--- config.mk ---
export PLATFORM = sky130hd
export DESIGN_NAME = access_error_frame_builder
export DESIGN_NICKNAME = d
export VERILOG_FILES = /design/src/design/access_error_frame_builder.v
export VERILOG_INCLUDE_DIRS = /design/src /design/src/design
export SDC_FILE = /design/constraint.sdc
export NUM_CORES = 1
export LEC_CHECK = 0
export ABC_AREA = 1
export BUFFER_PORTS_ARGS = -buffer_cell sky130_fd_sc_hd__buf_4
export CAP_MARGIN = 20
export CORE_MARGIN = 5
export CORE_UTILIZATION = 35
export CTS_BUF_LIST = sky130_fd_sc_hd__clkbuf_4 sky130_fd_sc_hd__clkbuf_8
export CTS_CLUSTER_DIAMETER = 120
export CTS_CLUSTER_SIZE = 10
export DETAILED_ROUTE_END_ITERATION = 10
export PLACE_DENSITY = 0.65
export SYNTH_ARGS = -nofsm -noshare
export SYNTH_HDL_FRONTEND = slang
export SYNTH_SLANG_ARGS = --single-unit
--- constraint.sdc ---
create_clock -name pclk -period 2.1 [get_ports pclk]
set_clock_uncertainty 0.1 [all_clocks]
set_input_delay 0.105 -clock pclk [delete_from_list [all_inputs] [get_ports pclk]]
set_output_delay 0.105 -clock pclk [all_outputs]
set_load 0.02 [all_outputs]
--- src/design/frame_builder_defines.vh ---
/*
 * Constants for the access error frame builder: register word offsets,
 * status word field positions, size and format codes, frame length.
 * Assumes it is included by bare name from the design file and the test bench.
 */
`ifndef FRAME_BUILDER_DEFINES_VH
`define FRAME_BUILDER_DEFINES_VH

`define OFF_STATUS_WORD  8'h00
`define OFF_ERR_LOC      8'h04
`define OFF_EFF_ADDR     8'h08
`define OFF_WB_STATUS    8'h0c
`define OFF_WB1_ADDR     8'h10
`define OFF_WB1_DATA     8'h14
`define OFF_WB2_ADDR     8'h18
`define OFF_WB2_DATA     8'h1c
`define OFF_WB3_ADDR     8'h20
`define OFF_WB3_DATA     8'h24
`define OFF_LINE0        8'h28
`define OFF_LINE1        8'h2c
`define OFF_LINE2        8'h30
`define OFF_LINE3        8'h34
`define OFF_FORMAT       8'h38
`define OFF_STATE        8'h3c

`define SW_POST          15
`define SW_UNIMPL        14
`define SW_TRACE         13
`define SW_MULTI         12
`define SW_MISALIGN      11
`define SW_XLATE         10
`define SW_LOCKED        9
`define SW_READ          8
`define SW_SIZE_LO       5
`define SW_TYPE_LO       3
`define WBS_VALID        7

`define SIZE_LONG        2'h0
`define SIZE_BYTE        2'h1
`define SIZE_WORD        2'h2
`define MOD_INSTR_USER   3'h2
`define MOD_INSTR_SUPER  3'h6
`define EA_MODE_PCREL    3'h7
`define EA_REG_PC_DISP   3'h2
`define EA_REG_PC_INDEX  3'h3
`define EA_MODE_INDEX    3'h6

`define FMT_ACCESS_ERR   4'h7
`define FMT_SIX_WORD     4'h2
`define FRAME_WORDS      6'h1e
`define TRACE_MOVE_BYTES 8'h30
`endif

--- src/design/access_error_frame_builder.v ---
/*
 * Access error frame builder: captures a faulted access into the frame
 * image, aligns write-back data, and runs the return-from-exception check.
 * Assumes fault, return and access inputs come from core logic on pclk,
 * and that software reaches the frame image over APB.
 */
`include "frame_builder_defines.vh"
module access_error_frame_builder (
	input  wire         pclk,
	input  wire         presetn,
	input  wire         psel,
	input  wire         penable,
	input  wire         pwrite,
	input  wire [7:0]   paddr,
	input  wire [31:0]  pwdata,
	output reg  [31:0]  prdata,
	output reg          pready,
	output reg          pslverr,
	input  wire         fault_valid,
	input  wire         fault_is_instr,
	input  wire         fault_supervisor,
	input  wire         fault_nonresident,
	input  wire         fault_privilege,
	input  wire         fault_second_page,
	input  wire         fault_locked,
	input  wire         fault_read,
	input  wire [1:0]   fault_exec_size,
	input  wire [1:0]   fault_transfer_type,
	input  wire [2:0]   fault_transfer_mod,
	input  wire         fault_is_push,
	input  wire         fault_line_move_write,
	input  wire [31:0]  fault_logical_addr,
	input  wire [31:0]  fault_physical_addr,
	input  wire         fault_multi_move,
	input  wire         fault_pend_trace,
	input  wire         fault_pend_unimpl,
	input  wire         fault_pend_post,
	input  wire [31:0]  fault_eff_addr,
	input  wire [2:0]   fault_ea_mode,
	input  wire [2:0]   fault_ea_reg,
	input  wire [7:0]   hold1_status,
	input  wire [31:0]  hold1_addr,
	input  wire [31:0]  hold1_data,
	input  wire [7:0]   hold2_status,
	input  wire [31:0]  hold2_addr,
	input  wire [31:0]  hold2_data,
	input  wire [7:0]   hold3_status,
	input  wire [31:0]  hold3_addr,
	input  wire [31:0]  hold3_data,
	input  wire [127:0] line_image_in,
	input  wire         return_start,
	input  wire         validation_fault,
	input  wire         addr_err_valid,
	input  wire [31:0]  addr_err_pc,
	input  wire [31:0]  addr_err_addr,
	input  wire         acc_valid,
	input  wire         acc_read,
	input  wire         acc_rmw,
	input  wire         acc_pages_write_ok,
	output reg          return_done,
	output reg          return_format_exc,
	output reg          return_nested_push,
	output reg  [5:0]   return_sp_words,
	output reg          return_resume,
	output reg          return_restart_multi,
	output reg          return_reuse_ea,
	output reg  [2:0]   return_pending_exc,
	output reg  [31:0]  return_eff_addr,
	output reg          return_trace_move,
	output reg  [7:0]   return_trace_sp_bytes,
	output reg  [3:0]   return_new_format,
	output reg          short_frame_valid,
	output reg  [3:0]   short_frame_format,
	output reg  [31:0]  short_frame_pc,
	output reg  [31:0]  short_frame_addr,
	output reg          acc_write_check,
	output reg          acc_allowed
);
	localparam ST_IDLE  = 2'b01;
	localparam ST_CHECK = 2'b10;
	reg [15:0]  special_status_word_reg;
	reg [31:0]  errored_access_location_reg;
	reg [31:0]  eff_addr_reg;
	reg [7:0]   first_writeback_status_reg;
	reg [7:0]   second_writeback_status_reg;
	reg [7:0]   third_writeback_status_reg;
	reg [31:0]  first_writeback_address_reg;
	reg [31:0]  first_writeback_data_reg;
	reg [31:0]  second_writeback_address_reg;
	reg [31:0]  second_writeback_data_reg;
	reg [31:0]  third_writeback_address_reg;
	reg [31:0]  third_writeback_data_reg;
	reg [31:0]  line_image_words_reg [0:3];
	reg [3:0]   format_reg;
	reg [5:0]   ea_mode_reg;
	reg [1:0]   state_reg;
	reg [1:0]   state_next;
	wire        wr_access = psel & penable & pready & pwrite;
	wire [15:0] sw_now = special_status_word_reg;
	integer     i;
	// Register alignment keeps only the bytes the size covers.
	function [31:0] reg_align;
		input [1:0]  size;
		input [31:0] data;
		begin
			case (size)
				`SIZE_BYTE: reg_align = {24'h000000, data[7:0]};
				`SIZE_WORD: reg_align = {16'h0000, data[15:0]};
				default:    reg_align = data;
			endcase
		end
	endfunction
	// Data is first placed as if at lane 0, then rotated right one lane
	// per low address step, which gives the wrap-around of misaligned data.
	function [31:0] lane_align;
		input [1:0]  size;
		input [1:0]  a;
		input [31:0] data;
		reg   [31:0] base;
		reg   [63:0] both;
		begin
			case (size)
				`SIZE_BYTE: base = {data[7:0], 24'h000000};
				`SIZE_WORD: base = {data[15:0], 16'h0000};
				default:    base = data;
			endcase
			both = {base, base} >> {a, 3'h0};
			lane_align = both[31:0];
		end
	endfunction
	// Priority keeps the built word at a single resume bit.
	wire cont_multi  = fault_multi_move & ~fault_is_instr;
	wire cont_post   = ~cont_multi & fault_pend_post;
	wire cont_unimpl = ~cont_multi & ~fault_pend_post & fault_pend_unimpl;
	wire cont_trace  = ~cont_multi & ~fault_pend_post & ~fault_pend_unimpl &
		fault_pend_trace;
	wire [15:0] built_status = {cont_post, cont_unimpl, cont_trace,
		cont_multi,
		fault_second_page & (fault_nonresident | fault_privilege),
		fault_nonresident | fault_privilege,
		fault_locked,
		fault_read,
		1'b0,
		fault_exec_size,
		fault_transfer_type,
		fault_is_instr ? (fault_supervisor ? `MOD_INSTR_SUPER :
			`MOD_INSTR_USER) : fault_transfer_mod};
	wire [31:0] built_location = fault_is_push ? fault_physical_addr :
		fault_logical_addr;
	wire        no_writebacks = fault_is_instr;
	wire        first_invalid = no_writebacks | fault_is_push |
		fault_line_move_write;
	always @(posedge pclk or negedge presetn) begin
		if (!presetn) begin
			special_status_word_reg      <= 16'h0000;
			errored_access_location_reg  <= 32'h00000000;
			eff_addr_reg                 <= 32'h00000000;
			first_writeback_status_reg   <= 8'h00;
			second_writeback_status_reg  <= 8'h00;
			third_writeback_status_reg   <= 8'h00;
			first_writeback_address_reg  <= 32'h00000000;
			first_writeback_data_reg     <= 32'h00000000;
			second_writeback_address_reg <= 32'h00000000;
			second_writeback_data_reg    <= 32'h00000000;
			third_writeback_address_reg  <= 32'h00000000;
			third_writeback_data_reg     <= 32'h00000000;
			for (i = 0; i < 4; i = i + 1)
				line_image_words_reg[i] <= 32'h00000000;
			format_reg                   <= `FMT_ACCESS_ERR;
			ea_mode_reg                  <= 6'h00;
		end else if (fault_valid) begin
			// A new fault wins over a software write in the same cycle.
			special_status_word_reg     <= built_status;
			errored_access_location_reg <= built_location;
			eff_addr_reg                <= fault_eff_addr;
			ea_mode_reg                 <= {fault_ea_mode, fault_ea_reg};
			format_reg                  <= `FMT_ACCESS_ERR;
			first_writeback_status_reg  <= first_invalid ? 8'h00 :
				hold1_status;
			second_writeback_status_reg <= no_writebacks ? 8'h00 :
				hold2_status;
			third_writeback_status_reg  <= no_writebacks ? 8'h00 :
				hold3_status;
			first_writeback_address_reg <= fault_is_push ? built_location :
				hold1_addr;
			first_writeback_data_reg    <= lane_align(
				hold1_status[`SW_SIZE_LO+1:`SW_SIZE_LO], hold1_addr[1:0],
				hold1_data);
			second_writeback_address_reg <= hold2_addr;
			second_writeback_data_reg   <= reg_align(
				hold2_status[`SW_SIZE_LO+1:`SW_SIZE_LO], hold2_data);
			third_writeback_address_reg <= hold3_addr;
			third_writeback_data_reg    <= reg_align(
				hold3_status[`SW_SIZE_LO+1:`SW_SIZE_LO], hold3_data);
			for (i = 0; i < 4; i = i + 1)
				line_image_words_reg[i] <= line_image_in[i*32 +: 32];
		end else if (wr_access) begin
			case (paddr)
				`OFF_STATUS_WORD: special_status_word_reg <= pwdata[15:0];
				`OFF_ERR_LOC:     errored_access_location_reg <= pwdata;
				`OFF_EFF_ADDR:    eff_addr_reg <= pwdata;
				`OFF_WB_STATUS: begin
					first_writeback_status_reg  <= pwdata[7:0];
					second_writeback_status_reg <= pwdata[15:8];
					third_writeback_status_reg  <= pwdata[23:16];
				end
				`OFF_WB1_ADDR:    first_writeback_address_reg <= pwdata;
				`OFF_WB1_DATA:    first_writeback_data_reg <= pwdata;
				`OFF_WB2_ADDR:    second_writeback_address_reg <= pwdata;
				`OFF_WB2_DATA:    second_writeback_data_reg <= pwdata;
				`OFF_WB3_ADDR:    third_writeback_address_reg <= pwdata;
				`OFF_WB3_DATA:    third_writeback_data_reg <= pwdata;
				`OFF_LINE0:       line_image_words_reg[0] <= pwdata;
				`OFF_LINE1:       line_image_words_reg[1] <= pwdata;
				`OFF_LINE2:       line_image_words_reg[2] <= pwdata;
				`OFF_LINE3:       line_image_words_reg[3] <= pwdata;
				`OFF_FORMAT:      format_reg <= pwdata[3:0];
				default: ;
			endcase
		end
	end
	// One wait state: the slave answers in the second access cycle.
	reg [31:0] rd_next;
	reg        err_next;
	always @* begin
		rd_next  = 32'h00000000;
		err_next = 1'b0;
		case (paddr)
			`OFF_STATUS_WORD: rd_next = {16'h0000, sw_now};
			`OFF_ERR_LOC:     rd_next = errored_access_location_reg;
			`OFF_EFF_ADDR:    rd_next = eff_addr_reg;
			`OFF_WB_STATUS:   rd_next = {8'h00, third_writeback_status_reg,
				second_writeback_status_reg, first_writeback_status_reg};
			`OFF_WB1_ADDR:    rd_next = first_writeback_address_reg;
			`OFF_WB1_DATA:    rd_next = first_writeback_data_reg;
			`OFF_WB2_ADDR:    rd_next = second_writeback_address_reg;
			`OFF_WB2_DATA:    rd_next = second_writeback_data_reg;
			`OFF_WB3_ADDR:    rd_next = third_writeback_address_reg;
			`OFF_WB3_DATA:    rd_next = third_writeback_data_reg;
			`OFF_LINE0:       rd_next = line_image_words_reg[0];
			`OFF_LINE1:       rd_next = line_image_words_reg[1];
			`OFF_LINE2:       rd_next = line_image_words_reg[2];
			`OFF_LINE3:       rd_next = line_image_words_reg[3];
			`OFF_FORMAT:      rd_next = {28'h0000000, format_reg};
			`OFF_STATE:       rd_next = {24'h000000, ea_mode_reg, state_reg};
			default:          err_next = 1'b1;
		endcase
	end
	always @(posedge pclk or negedge presetn) begin
		if (!presetn) begin
			pready  <= 1'b0;
			pslverr <= 1'b0;
			prdata  <= 32'h00000000;
		end else begin
			pready  <= psel & penable & ~pready;
			pslverr <= psel & penable & ~pready & err_next;
			prdata  <= (psel & penable & ~pready & ~pwrite) ? rd_next :
				32'h00000000;
		end
	end
	always @* begin
		case (state_reg)
			ST_IDLE:  state_next = return_start ? ST_CHECK : ST_IDLE;
			ST_CHECK: state_next = ST_IDLE;
			default:  state_next = ST_IDLE;
		endcase
	end
	wire ea_reusable = (ea_mode_reg[5:3] == `EA_MODE_PCREL &&
		(ea_mode_reg[2:0] == `EA_REG_PC_DISP ||
		 ea_mode_reg[2:0] == `EA_REG_PC_INDEX)) ||
		ea_mode_reg[5:3] == `EA_MODE_INDEX;
	wire fmt_ok   = format_reg == `FMT_ACCESS_ERR;
	wire check_ok = (state_reg == ST_CHECK) & ~validation_fault & fmt_ok;
	wire any_cont = |sw_now[`SW_POST:`SW_MULTI];
	// Several resume bits set by software is undefined; the same priority
	// as the build is applied so the outcome at least stays repeatable.
	wire act_multi  = sw_now[`SW_MULTI];
	wire act_post   = ~act_multi & sw_now[`SW_POST];
	wire act_unimpl = ~act_multi & ~sw_now[`SW_POST] & sw_now[`SW_UNIMPL];
	wire act_trace  = ~act_multi & ~sw_now[`SW_POST] & ~sw_now[`SW_UNIMPL] &
		sw_now[`SW_TRACE];
	always @(posedge pclk or negedge presetn) begin
		if (!presetn) begin
			state_reg             <= ST_IDLE;
			return_done           <= 1'b0;
			return_format_exc     <= 1'b0;
			return_nested_push    <= 1'b0;
			return_sp_words       <= 6'h00;
			return_resume         <= 1'b0;
			return_restart_multi  <= 1'b0;
			return_reuse_ea       <= 1'b0;
			return_pending_exc    <= 3'h0;
			return_eff_addr       <= 32'h00000000;
			return_trace_move     <= 1'b0;
			return_trace_sp_bytes <= 8'h00;
			return_new_format     <= 4'h0;
		end else begin
			state_reg          <= state_next;
			return_done        <= check_ok;
			// The frame image is left untouched on either failure.
			return_format_exc  <= (state_reg == ST_CHECK) & ~fmt_ok;
			return_nested_push <= (state_reg == ST_CHECK) &
				validation_fault;
			return_sp_words    <= check_ok ? `FRAME_WORDS : 6'h00;
			return_resume      <= check_ok & ~any_cont;
			return_restart_multi <= check_ok & act_multi;
			return_reuse_ea    <= check_ok & act_multi & ea_reusable;
			return_pending_exc <= check_ok ?
				{act_post, act_unimpl, act_trace} : 3'h0;
			return_eff_addr    <= (check_ok & any_cont) ? eff_addr_reg :
				32'h00000000;
			return_trace_move  <= check_ok & act_trace;
			return_trace_sp_bytes <= (check_ok & act_trace) ?
				`TRACE_MOVE_BYTES : 8'h00;
			return_new_format  <= (check_ok & act_trace) ? `FMT_SIX_WORD :
				4'h0;
		end
	end
	always @(posedge pclk or negedge presetn) begin
		if (!presetn) begin
			short_frame_valid  <= 1'b0;
			short_frame_format <= 4'h0;
			short_frame_pc     <= 32'h00000000;
			short_frame_addr   <= 32'h00000000;
			acc_write_check    <= 1'b0;
			acc_allowed        <= 1'b0;
		end else begin
			short_frame_valid  <= addr_err_valid;
			if (addr_err_valid) begin
				short_frame_format <= `FMT_SIX_WORD;
				short_frame_pc     <= addr_err_pc;
				short_frame_addr   <= {addr_err_addr[31:1], 1'b0};
			end
			// A locked read counts as a write so both halves see protection.
			acc_write_check <= acc_valid & (~acc_read | acc_rmw);
			acc_allowed     <= acc_valid &
				(acc_read & ~acc_rmw | acc_pages_write_ok);
		end
	end
endmodule

==> results of run 1 <==
-- how the worst max path moves through the flow --
stage | start | endpoint | slack (ns) | cells after the start
4_1_cts | penable | prdata[31] | 0.03 | 9
3_5_place_dp | fault_valid | first_writeback_address_reg[23] | 0.03 | 7
5_1_grt | pready | format_reg[0] | -0.04 | 8
3_3_place_gp | fault_valid | first_writeback_address_reg[23] | 0.04 | 7
2_1_floorplan | pready | line_image_words_reg[75] | 0.41 | 8
6_report | hold3_status[6] | third_writeback_data_reg[8] | -0.002 | 9
-- cells in the final DEF, fill, tap and decap left out, types with 15 or more instances in the layout --
master / instances
nand2_1: 1338
nor2_1: 353
o21ai_1: 73
diode_2: 20
buf_4: 844
inv_1: 189
inv_2: 15
a31oi_1: 37
conb_1: 15
dlygate4sd3_1: 855
o21ai_0: 299
clkinv_1: 16
buf_12: 62
a21oi_1: 360
clkbuf_8: 69
nand3_1: 438
dfrtp_1: 574
-- routing by layer --
layer | part of all wire (%) | GRT usage, %
met3 | 11 | 8.39
met1 | 39 | 42.6
met5 | 0.047 | 0
met2 | 44 | 50.4
met4 | 6.3 | 18.0
-- what timing repair did --
action,in CTS,in global routing
setup endpoints to repair,0,9
hold endpoints to repair,1150,2
hold buffers,856,2
buffers inserted,0,7
gates resized for setup,0,9
-- critical path: stages --
cell and delay, ns:
dlygate4sd3_1 0.58, buf_4 0.17, ha_1 0.28, o21ai_0 0.22, buf_4 0.25, o21ai_0 0.17, dlygate4sd3_1 0.65, nand2_1 0.08
nand2_1 0.05
-- kinds of logic (layout without fill, tap and decap cells) --
kind of cell	Yosys count	count (layout)	share of synthesized area [%]
other	1	35	0.0126
adder cells (fa/ha/maj)	4	4	0.169
flip-flops	578	578	48.8
buffers and inverters	518	2067	7.63
AND/OR/NAND/NOR	2164	2164	29.5
AO/OA/AOI/OAI	793	793	13.9
-- power by group through the flow --
stage	logic, mW	registers [mW]	clock network (mW)
floorplan	2.20	13.1	0
global placement	4.80	13.1	0
detailed placement	4.88	13.1	0
CTS	6.37	12.9	7.55
global route	7.07	13.0	7.93
finish	6.60	12.9	7.44
-- layout make-up --
| cell class | count | area, µm² |
|---|---|---|
| Clock inverter | 5 | 42.5 |
| Sequential cell | 578 | 14500 |
| Clock buffer | 76 | 1000 |
| Tap cell | 1134 | 1420 |
| Multi-Input combinational cell | 2976 | 13100 |
| Fill cell | 7425 | 36700 |
| Antenna cell | 20 | 50.0 |
| Inverter | 220 | 826 |
| Timing Repair Buffer | 1766 | 16200 |
-- through the flow --
stage	util [%]	worst slack, ns	cells	TNS (ns)
after floorplan	-	0.407	4072	0
after global placement	44.5	0.0432	5809	0
after detailed placement	44.5	0.0337	5809	0
after CTS	56.0	0.0290	6746	0
after global routing	56.2	-0.0422	6772	-0.0873
final	56.2	-0.00177	6775	-0.00190
==> metrics.yaml, run 1 <==
wl_per_cell_um: 22.9
die_area_um2: 90600
vias: 36400
async_reset_ff_share_pct: 100
htreeDepth: 3
tightest_slew_ns: 0.758
synth.distinct_cells: 37
hpwl_mm: 105
min_period_over_period_pct: 100
grt-ovfl-total: 0
hold_end: "format_reg[2]"
switching_share_pct: 31.4
setup_ws_ns: -0.00177
final_cell_area_um2: 47100
criticalPathCategory: "in -> reg"
endpoint_kind: "register"
synthCells: 4058
cts_max_path_buffers: 3
maxSlewHeadroom_pct: 49.5
path_clk_slew_ns: 0.08
violations: "setup timing"
die_x_um: 301
wl_mm: 155
yosysTopAreaCell: "dfrtp_1"
max_freq_mhz: 476
ys_ff_latch: 578
clock_sinks: 578
p_int_mw: 18.5
synth_area_um2: 29600
period_needed_ns: 2.10
synthToLayoutAreaGrowth_pct: 58.8
top_level_ports: 748
synthFlopType: "dfrtp_1"
drc: 0
gp_congestion: 0.966
place_area_um2: 37300
combPwrFrac_pct: 24.5
root_buffer: "clkbuf_8"
r2r-end: "format_reg[0]"
r2r_start: "pready"
start_util_pct: 35.4
startpoint_type: "primary input"
cts_tree: "yes"
hold_slack_ns: 0.0203
synth_top_area_share_pct: 48.4
min_path_type: "in -> reg"
grt_usage_pct: 32.8
grt_pass1_vias: 35900
setup_viol: 2
grt_pass1_wl_mm: 226
timing.hold.worst_path_depth: 5
synth_edf_count: 0
grt_max_degree: 109
insertion_delay_ns: 0.68
p_switching_mw: 8.47
yosysSeqAreaShare_pct: 48.8
io_buffer_count: 731
hold_viol_final: 0
synth_warnings: 0
cp.required_ns: 2.57
die_y_um: 301
pwr-share-clk_pct: 27.6
antenna_found_initial: 25
core_um2: 83800
first_pass_iters: 6
r2r_cells: 8
crit_fanout: 6
synth_common_cells: "nand2_1, dfrtp_1, nand3_1, a21oi_1, nor2_1"
max-cap-violations: 0
drv_slew: 0
r2r_setup_slack_ns: 0.01
layout.nets: 6196
vias_per_cell: 5.38
power_mw: 27.0
drive_gt1_share_pct: 18.6
p_leak_nw: 23.3
final_antenna_net_count: 0
postSynthAreaPerCell_um2: 7.31
worstPathArrival_ns: 2.57
numCtsBuffers: 67
min-delay-start: "fault_valid"
first_iter_violations: 4475
irDropWorstVdd_mv: 0.424
largest_reg_flops: 128
pwr-share-seq_pct: 48.0
rows: 106
yosysMostFrequentCell: "nand2_1"
synthTopCellsByArea: "dfrtp_1, nand2_1, nand3_1, a21oi_1, o21ai_0"
power_density_nw_per_um2: 573
status: "finished with violations"
(Power assumes the default switching activity.)
==> run 2: changes to the inputs <==
--- a/config.mk
+++ b/config.mk
@@ -9,13 +9,13 @@
 export ABC_AREA = 1
 export BUFFER_PORTS_ARGS = -buffer_cell sky130_fd_sc_hd__buf_4
 export CAP_MARGIN = 20
-export CORE_MARGIN = 5
-export CORE_UTILIZATION = 35
+export CORE_AREA = 5 5 287 289
 export CTS_BUF_LIST = sky130_fd_sc_hd__clkbuf_4 sky130_fd_sc_hd__clkbuf_8
 export CTS_CLUSTER_DIAMETER = 120
 export CTS_CLUSTER_SIZE = 10
 export DETAILED_ROUTE_END_ITERATION = 10
-export PLACE_DENSITY = 0.65
+export DIE_AREA = 0 0 292 294
+export PLACE_DENSITY = 0.68
 export SYNTH_ARGS = -nofsm -noshare
 export SYNTH_HDL_FRONTEND = slang
 export SYNTH_SLANG_ARGS = --single-unit
==> run 2 against run 1 <==
Against the previous run: the flow still finishes with violations (setup timing); non-clock buffer count is 15 lower; register-to-register slack gained 0.08 ns; fmax is 0.60% lower; sequential share of layout area up 0.16 points; sequential power barely moved; critical path depth shrank 2; global-route usage grew 0.72 points; critical endpoint is now line_image_words_reg[28].
==> metrics.yaml, run 2 (synthesized netlist as in run 1, its figures left out) <==
vias_per_cell: 5.42
fillers: 6792
die_x_um: 292
grt_pass1_vias: 35600
cpLargestDelayFamily: "buffers and inverters"
max-cap-violations: 0
criticalPathCategory: "in -> reg"
r2r_start: "pready"
worstPathArrival_ns: 2.57
maxSlewHeadroom_pct: 37.4
numCtsBuffers: 67
cts_max_path_buffers: 3
power_density_nw_per_um2: 574
irDropWorstVdd_mv: 0.343
r2r-end: "format_reg[1]"
wl_per_cell_um: 22.6
drive_gt1_share_pct: 18.8
critPathSlowestCell: "dlygate4sd3_1"
r2r_cells: 8
startpoint_type: "primary input"
power_mw: 26.9
grt_usage_pct: 33.6
p_leak_nw: 23.3
drc: 0
die_y_um: 294
grt-ovfl-total: 0
endpoint_kind: "register"
rows: 104
crit_top_cell: "dlygate4sd3_1"
first_pass_iters: 7
tightest_slew_ns: 0.938
path_buf_inv: 5
rsz0062_at_grt: "no"
path_clk_slew_ns: 0.08
mostFrequentLayoutCells: "nand2_1, buf_4, dlygate4sd3_1"
worst-path-stages: 7
min_path_type: "in -> async"
hold_viol_final: 0
period_needed_ns: 2.11
hpwl_mm: 103
grt_max_degree: 94
core_um2: 79600
synthToLayoutAreaGrowth_pct: 58.0
cts_tree: "yes"
antenna_found_initial: 29
largest_reg_flops: 128
root_buffer: "clkbuf_8"
insertion_delay_ns: 0.68
crit_fanout: 46
crit_chain: "buf_8 > dlygate4sd3_1 > buf_12 > buf_16 > a21oi_1 > dlygate4sd3_1 > o21ai_0"
htreeDepth: 3
cpPeakStageDelay_ns: 0.72
status: "finished with violations"
start_util_pct: 37.2
setup_viol: 1
layout_commonest_cell: "nand2_1"
cp.required_ns: 2.56
setup_ws_ns: -0.0145
r2r_setup_slack_ns: 0.09
die_area_um2: 85800
drv_slew: 0
io_buffer_count: 731
first_iter_violations: 4412
max_freq_mhz: 473
clock_sinks: 578
final_util_pct: 58.8
vias: 36200
grt_pass1_wl_mm: 222
top_level_ports: 748
gp_congestion: 0.969
min_period_over_period_pct: 101
layout.nets: 6181
final_antenna_net_count: 0
violations: "setup timing"
wl_mm: 151
## run 2: routing by layer
metal  up-vias  track usage, %  part of all wire, %
li1      16100               -                    -
met1     17100            43.2                   38
met4         8            16.3                  5.6
met3       515            8.56                   11
met5         -               0                0.034
met2      2484            53.0                   45
## run 2: cell type report
type / instances / area (µm²) / area share, %
Inverter: 220 / 837 / 1.79
Antenna cell: 27 / 67.6 / 0.144
Timing Repair Buffer: 1751 / 16000 / 34.2
Clock inverter: 5 / 42.5 / 0.0908
Tap cell: 1060 / 1330 / 2.83
Sequential cell: 578 / 14500 / 30.9
Clock buffer: 75 / 995 / 2.12
Multi-Input combinational cell: 2976 / 13100 / 28.0
## run 2: worst max path at each step
stage	startpoint	to	slack (ns)
final	fault_valid	line_image_words_reg[28]	-0.01
after global placement	fault_valid	errored_access_location_reg[20]	-0.00002
after CTS	hold1_status[5]	first_writeback_data_reg[0]	0.02
after floorplan	pready	line_image_words_reg[75]	0.41
after global routing	fault_multi_move	special_status_word_reg[14]	0.002
after detailed placement	fault_valid	line_image_words_reg[20]	0.04
## run 2: repair_timing
item / in CTS / in global routing
gates resized for setup: 0 / 24
buffers inserted: 0 / 9
hold buffers: 839 / 0
endpoints found under the hold margin: 1148 / 0
endpoints found under the setup margin: 0 / 44
## run 2: report_power, final
group | leakage, nW | total (mW) | switching (mW) | internal (mW)
logic | 15.5 | 6.53 | 3.39 | 3.14
clock network | 0.535 | 7.42 | 4.34 | 3.08
registers | 7.22 | 13.0 | 0.707 | 12.2
## run 2: worst min-delay path, stage by stage
cell and delay, ns:
dlygate4sd3_1 0.57, buf_8 0.26, buf_12 0.26
## run 2: per-stage QoR
step / TNS, ns / cells / worst slack (ns) / hold WS [ns] / instance area (µm²)
2_1_floorplan: 0 / 4072 / 0.407 / -0.291 / 29700
3_3_place_gp: -0.0000167 / 5734 / -0.0000167 / -0.0407 / 37100
3_5_place_dp: 0 / 5734 / 0.0439 / -0.0441 / 37100
4_1_cts: 0 / 6653 / 0.0214 / 0.000557 / 46600
5_1_grt: 0 / 6685 / 0.00234 / 0.0227 / 46800
6_report: -0.0145 / 6692 / -0.0145 / 0.0289 / 46900
